[config.mk]
export PLATFORM = sky130hd
export DESIGN_NAME = fpc_dual_counter
export DESIGN_NICKNAME = d
export VERILOG_FILES = /design/src/verilog/fpc_pkg.sv /design/src/verilog/fpc_dual_counter.sv
export SDC_FILE = /design/constraint.sdc
export NUM_CORES = 1
export LEC_CHECK = 0
export BUFFER_PORTS_ARGS = -buffer_cell sky130_fd_sc_hd__clkbuf_2
export CAP_MARGIN = 20
export CORE_ASPECT_RATIO = 0.8
export CORE_UTILIZATION = 44
export DETAILED_ROUTE_END_ITERATION = 10
export GPL_TIMING_DRIVEN = 1
export HOLD_SLACK_MARGIN = 0.05
export PLACE_DENSITY = 0.64
export SYNTH_ARGS = -nofsm -noshare
export SYNTH_HDL_FRONTEND = slang
export SYNTH_SLANG_ARGS = --single-unit
[constraint.sdc]
create_clock -name i_sys_clk -period 3.1 [get_ports i_sys_clk]
set_input_delay 0.31 -clock i_sys_clk [delete_from_list [all_inputs] [get_ports i_sys_clk]]
set_output_delay 0.31 -clock i_sys_clk [all_outputs]
set_load 0.02 [all_outputs]
[src/verilog/fpc_pkg.sv]
// Constants, types and the behaviour summary of the dual fast pulse counter.
// How it works
// - Two counters run side by side, each with its own accumulator and its own configuration.
// - Each counter works in exactly one of five modes: totalize, frequency, pulse width, period or quadrature.
// - Four dedicated pulse inputs exist and each counter selects which of them feed its functions.
// - Up/down, clock/direction and quadrature use two of the four inputs for one counter.
// - Clear forces the accumulator to zero, but does nothing in frequency or period mode.
// - While disable is active the accumulator does not advance.
// - An active latch strobe copies the accumulator to the latch register at once or on release.
// - A preload event loads the preload value unless a clear fires with it, and does nothing in frequency or period mode.
// - Every trigger has its own polarity: high level, low level, falling edge or rising edge.
// - Totalize counts up or down, as its sub-mode selects, once per cycle with a rising edge, up/down not when both rise; clk/dir counts input 1 edges only.
// - Quadrature counts every edge of both phases, four counts per input cycle.
`default_nettype none
package fpc_pkg;
  // ---------------------------------------------------------------
  // Sizes and timing
  // ---------------------------------------------------------------
  localparam int          FPC_NUM_CNT   = 2;
  localparam int          FPC_NUM_IN    = 4;
  localparam int          FPC_ACC_W     = 32;
  localparam int          FPC_CLK_MHZ   = 125;
  localparam int          FPC_TICK_US   = 1;
  localparam int          FPC_TICK_CYC  = FPC_CLK_MHZ * FPC_TICK_US;
  localparam int          FPC_WIN_MS    = 1000;
  localparam int          FPC_WIN_TICKS = FPC_WIN_MS * 1000;
  localparam logic [31:0] FPC_ACC_ZERO  = 32'h0000_0000;
  localparam logic [31:0] FPC_ACC_ONE   = 32'h0000_0001;
  localparam logic [31:0] FPC_ACC_FOUR  = 32'h0000_0004;

  // ---------------------------------------------------------------
  // Modes and sub-modes
  // ---------------------------------------------------------------
  typedef enum logic [2:0] {
    FPC_MODE_TOTAL = 3'h0,
    FPC_MODE_FREQ  = 3'h1,
    FPC_MODE_WIDTH = 3'h2,
    FPC_MODE_PER   = 3'h3,
    FPC_MODE_QUAD  = 3'h4
  } fpc_mode_e;

  // Totalize: 0 up, 1 down, 2 up/down, 3 clk/dir. Width: 0 high, 1 low.
  // Period: 0 rising, 1 falling. Quad: 0 input 1 leads counts up, 1 down.
  localparam logic [1:0] FPC_SUB_A = 2'h0;
  localparam logic [1:0] FPC_SUB_B = 2'h1;
  localparam logic [1:0] FPC_SUB_C = 2'h2;
  localparam logic [1:0] FPC_SUB_D = 2'h3;

  typedef enum logic [1:0] {
    FPC_POL_HIGH = 2'h0,
    FPC_POL_LOW  = 2'h1,
    FPC_POL_FALL = 2'h2,
    FPC_POL_RISE = 2'h3
  } fpc_pol_e;

  typedef struct packed {
    logic        en;
    logic [1:0]  sel;
    fpc_pol_e    pol;
  } fpc_trig_s;

  typedef struct packed {
    fpc_mode_e   mode;
    logic [1:0]  sub;
    logic [1:0]  in1_sel;
    logic [1:0]  in2_sel;
    logic        in2_en;
    logic        latch_on_release;
    fpc_trig_s   clr;
    fpc_trig_s   dis;
    fpc_trig_s   lat;
    fpc_trig_s   pre;
    logic [31:0] preload;
  } fpc_cfg_s;
endpackage
`default_nettype wire

[src/verilog/fpc_dual_counter.sv]
// Dual fast pulse counter with five modes and special functions.
`default_nettype none
module fpc_dual_counter
  import fpc_pkg::*;
#(
  parameter int P_WIN_TICKS = FPC_WIN_TICKS
) (
  input  wire logic                   i_sys_clk,
  input  wire logic                   i_rst_n,
  input  wire logic [FPC_NUM_IN-1:0]  i_pulse,
  input  wire fpc_cfg_s               i_cfg_0,
  input  wire fpc_cfg_s               i_cfg_1,
  output logic      [FPC_ACC_W-1:0]   o_acc_0,
  output logic      [FPC_ACC_W-1:0]   o_acc_1,
  output logic      [FPC_ACC_W-1:0]   o_latch_0,
  output logic      [FPC_ACC_W-1:0]   o_latch_1
);
  // ---------------------------------------------------------------
  // Trigger evaluation
  // ---------------------------------------------------------------
  function automatic logic trig_fire(input fpc_trig_s t, input logic [3:0] lvl,
                                     input logic [3:0] prv);
    logic a;
    logic b;
    a = lvl[t.sel];
    b = prv[t.sel];
    unique case (t.pol)
      FPC_POL_HIGH: trig_fire = t.en & a;
      FPC_POL_LOW:  trig_fire = t.en & ~a;
      FPC_POL_FALL: trig_fire = t.en & b & ~a;
      FPC_POL_RISE: trig_fire = t.en & ~b & a;
    endcase
  endfunction

  // ---------------------------------------------------------------
  // Input synchroniser and shared 1 us tick
  // ---------------------------------------------------------------
  localparam int TICK_W = 8;
  localparam int WIN_W  = 24;
  localparam logic [TICK_W-1:0] TICK_LAST = TICK_W'(FPC_TICK_CYC - 1);
  localparam logic [WIN_W-1:0]  WIN_LAST  = WIN_W'(P_WIN_TICKS - 1);

  logic [FPC_NUM_IN-1:0] meta_r;
  logic [FPC_NUM_IN-1:0] sync_r;
  logic [FPC_NUM_IN-1:0] prev_r;
  logic [TICK_W-1:0]     tick_cnt_r;
  logic                  tick;

  always_ff @(posedge i_sys_clk or negedge i_rst_n) begin
    if (!i_rst_n) begin
      meta_r <= '0;
      sync_r <= '0;
      prev_r <= '0;
    end else begin
      meta_r <= i_pulse;
      sync_r <= meta_r;
      prev_r <= sync_r;
    end
  end

  always_ff @(posedge i_sys_clk or negedge i_rst_n) begin
    if (!i_rst_n) begin
      tick_cnt_r <= '0;
    end else if (tick_cnt_r == TICK_LAST) begin
      tick_cnt_r <= '0;
    end else begin
      tick_cnt_r <= tick_cnt_r + 1'b1;
    end
  end
  assign tick = (tick_cnt_r == TICK_LAST);

  // ---------------------------------------------------------------
  // Counter channels
  // ---------------------------------------------------------------
  logic [FPC_ACC_W-1:0] acc_q [FPC_NUM_CNT];
  logic [FPC_ACC_W-1:0] lat_q [FPC_NUM_CNT];

  for (genvar c = 0; c < FPC_NUM_CNT; c++) begin : g_ch
    fpc_cfg_s             cfg;
    logic [FPC_ACC_W-1:0] acc_r;
    logic [FPC_ACC_W-1:0] acc_nxt;
    logic [FPC_ACC_W-1:0] lat_r;
    logic [FPC_ACC_W-1:0] run_r;
    logic [WIN_W-1:0]     win_r;
    logic                 lat_act_r;
    logic                 a_lvl, a_prv, b_lvl, b_prv, a_rise, a_fall, b_rise, b_fall;
    logic                 clr, dis, lat, pre, cnt_ok;

    assign cfg = (c == 0) ? i_cfg_0 : i_cfg_1;
    assign a_lvl  = sync_r[cfg.in1_sel];
    assign a_prv  = prev_r[cfg.in1_sel];
    // second input consumed by two-input modes
    assign b_lvl  = cfg.in2_en & sync_r[cfg.in2_sel];
    assign b_prv  = cfg.in2_en & prev_r[cfg.in2_sel];
    assign a_rise = a_lvl & ~a_prv;
    assign a_fall = ~a_lvl & a_prv;
    assign b_rise = b_lvl & ~b_prv;
    assign b_fall = ~b_lvl & b_prv;
    assign cnt_ok = (cfg.mode != FPC_MODE_FREQ) && (cfg.mode != FPC_MODE_PER);
    assign clr = cnt_ok & trig_fire(cfg.clr, sync_r, prev_r);
    assign dis = trig_fire(cfg.dis, sync_r, prev_r);
    assign lat = trig_fire(cfg.lat, sync_r, prev_r);
    assign pre = cnt_ok & trig_fire(cfg.pre, sync_r, prev_r);

    always_comb begin
      acc_nxt = acc_r;
      unique case (cfg.mode)
        FPC_MODE_TOTAL: begin
          unique case (cfg.sub)
            FPC_SUB_A: if (a_rise | b_rise) acc_nxt = acc_r + FPC_ACC_ONE;
            FPC_SUB_B: if (a_rise | b_rise) acc_nxt = acc_r - FPC_ACC_ONE;
            FPC_SUB_C: begin
              if (a_rise & ~b_rise) acc_nxt = acc_r + FPC_ACC_ONE;
              if (b_rise & ~a_rise) acc_nxt = acc_r - FPC_ACC_ONE;
            end
            FPC_SUB_D: begin
              if (a_rise) acc_nxt = b_lvl ? acc_r - FPC_ACC_ONE : acc_r + FPC_ACC_ONE;
            end
          endcase
        end
        FPC_MODE_QUAD: begin
          if ((a_rise & ~b_lvl) | (a_lvl & b_rise) | (a_fall & b_lvl) | (~a_lvl & b_fall))
            acc_nxt = (cfg.sub == FPC_SUB_A) ? acc_r + FPC_ACC_ONE : acc_r - FPC_ACC_ONE;
          else if ((b_rise & ~a_lvl) | (b_lvl & a_rise) | (b_fall & a_lvl) | (~b_lvl & a_fall))
            acc_nxt = (cfg.sub == FPC_SUB_A) ? acc_r - FPC_ACC_ONE : acc_r + FPC_ACC_ONE;
        end
        FPC_MODE_WIDTH: begin
          if ((cfg.sub == FPC_SUB_A) ? a_fall : a_rise) acc_nxt = run_r;
        end
        FPC_MODE_PER: begin
          if ((cfg.sub == FPC_SUB_A) ? a_rise : a_fall) acc_nxt = run_r;
        end
        FPC_MODE_FREQ: begin
          if (tick && win_r == WIN_LAST) acc_nxt = run_r;
        end
        default: acc_nxt = acc_r;
      endcase
    end

    // Width and period reuse run_r as a microsecond counter; frequency as an edge count.
    always_ff @(posedge i_sys_clk or negedge i_rst_n) begin
      if (!i_rst_n) begin
        run_r <= '0;
      end else if (cfg.mode == FPC_MODE_FREQ) begin
        if (tick && win_r == WIN_LAST) run_r <= a_rise ? FPC_ACC_ONE : FPC_ACC_ZERO;
        else if (a_rise) run_r <= run_r + FPC_ACC_ONE;
      end else if (cfg.mode == FPC_MODE_WIDTH) begin
        if ((cfg.sub == FPC_SUB_A) ? a_rise : a_fall) run_r <= FPC_ACC_ZERO;
        else if (tick) run_r <= run_r + FPC_ACC_ONE;
      end else if (cfg.mode == FPC_MODE_PER) begin
        if ((cfg.sub == FPC_SUB_A) ? a_rise : a_fall) run_r <= FPC_ACC_ZERO;
        else if (tick) run_r <= run_r + FPC_ACC_ONE;
      end else begin
        run_r <= FPC_ACC_ZERO;
      end
    end

    always_ff @(posedge i_sys_clk or negedge i_rst_n) begin
      if (!i_rst_n) begin
        win_r <= '0;
      end else if (cfg.mode != FPC_MODE_FREQ) begin
        win_r <= '0;
      end else if (tick) begin
        win_r <= (win_r == WIN_LAST) ? '0 : win_r + 1'b1;
      end
    end

    always_ff @(posedge i_sys_clk or negedge i_rst_n) begin
      if (!i_rst_n) begin
        acc_r <= FPC_ACC_ZERO;
      end else if (clr) begin
        acc_r <= FPC_ACC_ZERO;
      end else if (pre) begin
        acc_r <= cfg.preload;
      end else if (!dis) begin
        acc_r <= acc_nxt;
      end
    end

    always_ff @(posedge i_sys_clk or negedge i_rst_n) begin
      if (!i_rst_n) begin
        lat_r     <= FPC_ACC_ZERO;
        lat_act_r <= 1'b0;
      end else begin
        lat_act_r <= lat;
        if (!cfg.latch_on_release && lat && !lat_act_r) lat_r <= acc_r;
        if (cfg.latch_on_release && !lat && lat_act_r) lat_r <= acc_r;
      end
    end

    assign acc_q[c] = acc_r;
    assign lat_q[c] = lat_r;
  end

  // ---------------------------------------------------------------
  // Outputs
  // ---------------------------------------------------------------
  // Outputs are copies of the channel flip-flops, adding one cycle of delay.
  always_ff @(posedge i_sys_clk or negedge i_rst_n) begin
    if (!i_rst_n) begin
      o_acc_0   <= FPC_ACC_ZERO;
      o_acc_1   <= FPC_ACC_ZERO;
      o_latch_0 <= FPC_ACC_ZERO;
      o_latch_1 <= FPC_ACC_ZERO;
    end else begin
      o_acc_0   <= acc_q[0];
      o_acc_1   <= acc_q[1];
      o_latch_0 <= lat_q[0];
      o_latch_1 <= lat_q[1];
    end
  end
endmodule
`default_nettype wire

==> qor.csv <==
metric,value,unit
fin_area,29400,µm²
grt_max_degree,111,
drv_slew,0,
viasPerCell,6.25,
ys.flop_type,dfrtp_1,
h-tree-depth,2,
wl,92900,µm
cts_max_path_buffers,3,
synth_seq_area_share,41.7,%
min-delay-start,i_cfg_1[23],
port_buffers,259,
regToRegStartpoint,g_ch[0].acc_r[16]$_DFFE_PN0P_,
cp_data_required_time,3.54,ns
syn_nets,2739,
fillerInstances,4723,
core,52500,µm²
dp.cells,3651,
synth_cell_types,101,
r2r_cells,10,
worstSetupPathType,flip-flop to flip-flop,
hold_viol_final,0,
place_area,27300,µm²
n_antenna_cell,0,
dpl.hpwl,70600,µm
regToRegSetupSlack,0.05,ns
area_growth,25.8,%
rows,75,
hold-path-endpoint,g_ch[1].acc_r[23]$_DFFE_PN0P_,
vias,23500,
avgSynthCellArea,9.06,µm²
rr_endpoint,g_ch[0].acc_r[24]$_DFFE_PN0P_,
grt_pass1_wl,138000,µm
cts_root_buffer,clkbuf_16,
initial_utilization,44.6,%
relSlewSlack,33.7,%
clock_skew,0.0390,ns
drt_first_pass_iters,6,
cts_sinks,390,
power_density,691,nW/µm²
ys_seq_elements,390,
vdd_ir_drop_max,0.372,mV
die_y,208,µm
netlist_instances,2579,
finalWeightedCongestion,1.01,
clock.fmax,0.327,GHz
tightest_slew,0.987,ns
leakage,12.9,nW
clk_pin_slew,0.07,ns
ios,260,
synth.cell_area,23400,µm²
clk_latency,0.60,ns
synth_edf_count,0,
cts_tree,yes,
arrival,3.50,ns
final_layout_size_suffix_gt1_share,27.3,%
drcViolationCount,0,
min_period,3.05,ns
numCtsBuffers,42,
track_usage,33.7,%
drt_iter0_drc,2824,
outcome,"finished, final reports clean",
critPathMaxFanout,3,
critPathLaunch,g_ch[0].acc_r[16]$_DFFE_PN0P_,
yosysWarnings,0,
holdCritPathClass,input port to flip-flop,
crit_path_start_kind,flip-flop,
hold_path_depth,3,
grt_pass1_vias,22000,
fin_cells,3766,
async_reset_ff_share,100,%
grt_antenna_before_repair,3,
timing.final.crit_share,98.5,%
ant_nets,0,
layout.nets,3203,
die_area,54100,µm²
setup_viol,0,
rsz0062_at_grt,yes,
wl_per_cell,24.7,µm
die_w,260,µm
gr-total-overflow,0,
cp-end-kind,flip-flop,
cap_violations,0,
[layer usage]
metal	wire length, µm	share of wire (%)	global-route usage (%)
met1	43600	47	54.6
met2	35800	39	43.7
met3	11300	12	8.46
met4	2100	2.3	7.69
met5	28	0.030	0
[synth_stat cells, types with 19 or more instances]
cell | instances | area [µm²]
mux4_2 | 23 | 518
o31ai_1 | 37 | 278
nand2_1 | 269 | 1010
dfrtp_1 | 390 | 9760
nor2_1 | 194 | 728
nand2b_1 | 26 | 163
and2_1 | 19 | 119
ha_1 | 28 | 350
inv_1 | 43 | 161
mux2_2 | 61 | 687
a21oi_1 | 145 | 726
nor4_1 | 31 | 194
nor3_1 | 72 | 360
mux2i_1 | 50 | 500
buf_2 | 28 | 140
a31oi_1 | 49 | 307
clkbuf_1 | 137 | 514
nand4_1 | 55 | 344
xnor2_1 | 72 | 631
and3_1 | 55 | 344
o211ai_1 | 28 | 210
nand3_1 | 90 | 450
xor2_1 | 52 | 455
or3_1 | 24 | 150
o21ai_0 | 223 | 1120
o22ai_1 | 22 | 138
[sequential cells by signal (all words and copies together) (netlist names)]
signal          count
o_latch_0          32
meta_r              4
o_acc_1            32
o_acc_0            32
prev_r              4
g_ch.acc_r         64
g_ch.win_r         48
g_ch.run_r         64
sync_r              4
o_latch_1          32
tick_cnt_r          8
g_ch.lat_act_r      2
g_ch.lat_r         64
[critical path, cell delays in order, from the launching register on]
cell      delay [ns]
dfrtp_1         0.39
or4_1           0.59
buf_4           0.20
or2_2           0.30
nor4_2          0.36
xnor2_2         0.20
buf_4           0.17
a22oi_1         0.05
o21a_1          0.18
a211oi_1        0.29
o21ai_1         0.17
[layout by cell type (no fill, tap or decap), types with 55 or more instances in the layout]
| master | instances |
|---|---|
| nor3_1 | 71 |
| nand2_1 | 268 |
| buf_4 | 296 |
| o21ai_0 | 217 |
| a21oi_1 | 137 |
| mux2_2 | 61 |
| nor2_1 | 192 |
| dfrtp_1 | 387 |
| and3_1 | 55 |
| clkbuf_2 | 258 |
| nand3_1 | 89 |
| nand4_1 | 55 |
| xnor2_1 | 71 |
[cell families (layout without fill, tap and decap cells)]
family / Yosys count / after routing / share of synthesized area (%)
adders and majority gates: 28 / 28 / 1.50
xor gates and xnor gates: 124 / 124 / 4.65
AOI/OAI and AO/OA: 719 / 719 / 20.0
and+or+nand+nor: 946 / 946 / 20.4
buffers and inverters: 236 / 730 / 4.27
DFF: 390 / 390 / 41.7
muxes: 136 / 136 / 7.46
[final cells by class]
type | count | area (µm²) | share of cell area, %
Inverter | 47 | 179 | 0.608
Multi-Input combinational cell | 1953 | 12900 | 43.9
Clock inverter | 13 | 125 | 0.425
Tap cell | 693 | 867 | 2.95
Sequential cell | 390 | 9760 | 33.2
Clock buffer | 61 | 1230 | 4.19
Timing Repair Buffer | 609 | 4330 | 14.7
[per-stage QoR]
stage                     setup WS [ns]  setup TNS (ns)  hold slack [ns]  power [mW]  utilization [%]
after floorplan                  0.0249               0           0.0144        11.5                -
after global placement           -0.150          -0.585            0.266        14.8             52.1
after detailed placement        -0.0834          -0.652            0.274        14.9             52.1
after CTS                       0.00470               0           0.0534        20.0             55.2
after global routing            -0.0182         -0.0627           0.0846        21.3             56.1
final                            0.0452               0           0.0742        20.3             56.1
[timing repair]
action | 4_1_cts | 5_1_grt
cloned | 0 | 2
setup endpoints to repair | 11 | 59
hold buffers | 25 | 0
gates resized for setup | 7 | 58
endpoints found under the hold margin | 81 | 0
pin swaps | 1 | 18
setup buffers | 0 | 14
[power breakdown]
part           switching, mW  internal, mW
registers              0.835          6.35
clock network           2.17          2.86
logic                   4.92          3.20
[worst max-delay path by stage]
stage / to / cells after the start
finish: g_ch[0].acc_r[24]$_DFFE_PN0P_ / 10
global route: g_ch[1].acc_r[25]$_DFFE_PN0P_ / 12
CTS: g_ch[0].acc_r[14]$_DFFE_PN0P_ / 9
detailed placement: g_ch[0].acc_r[1]$_DFFE_PN0P_ / 14
global placement: g_ch[0].acc_r[25]$_DFFE_PN0P_ / 10
floorplan: g_ch[0].acc_r[5]$_DFFE_PN0P_ / 14
Note: power is estimated with default switching activity, not from simulation.
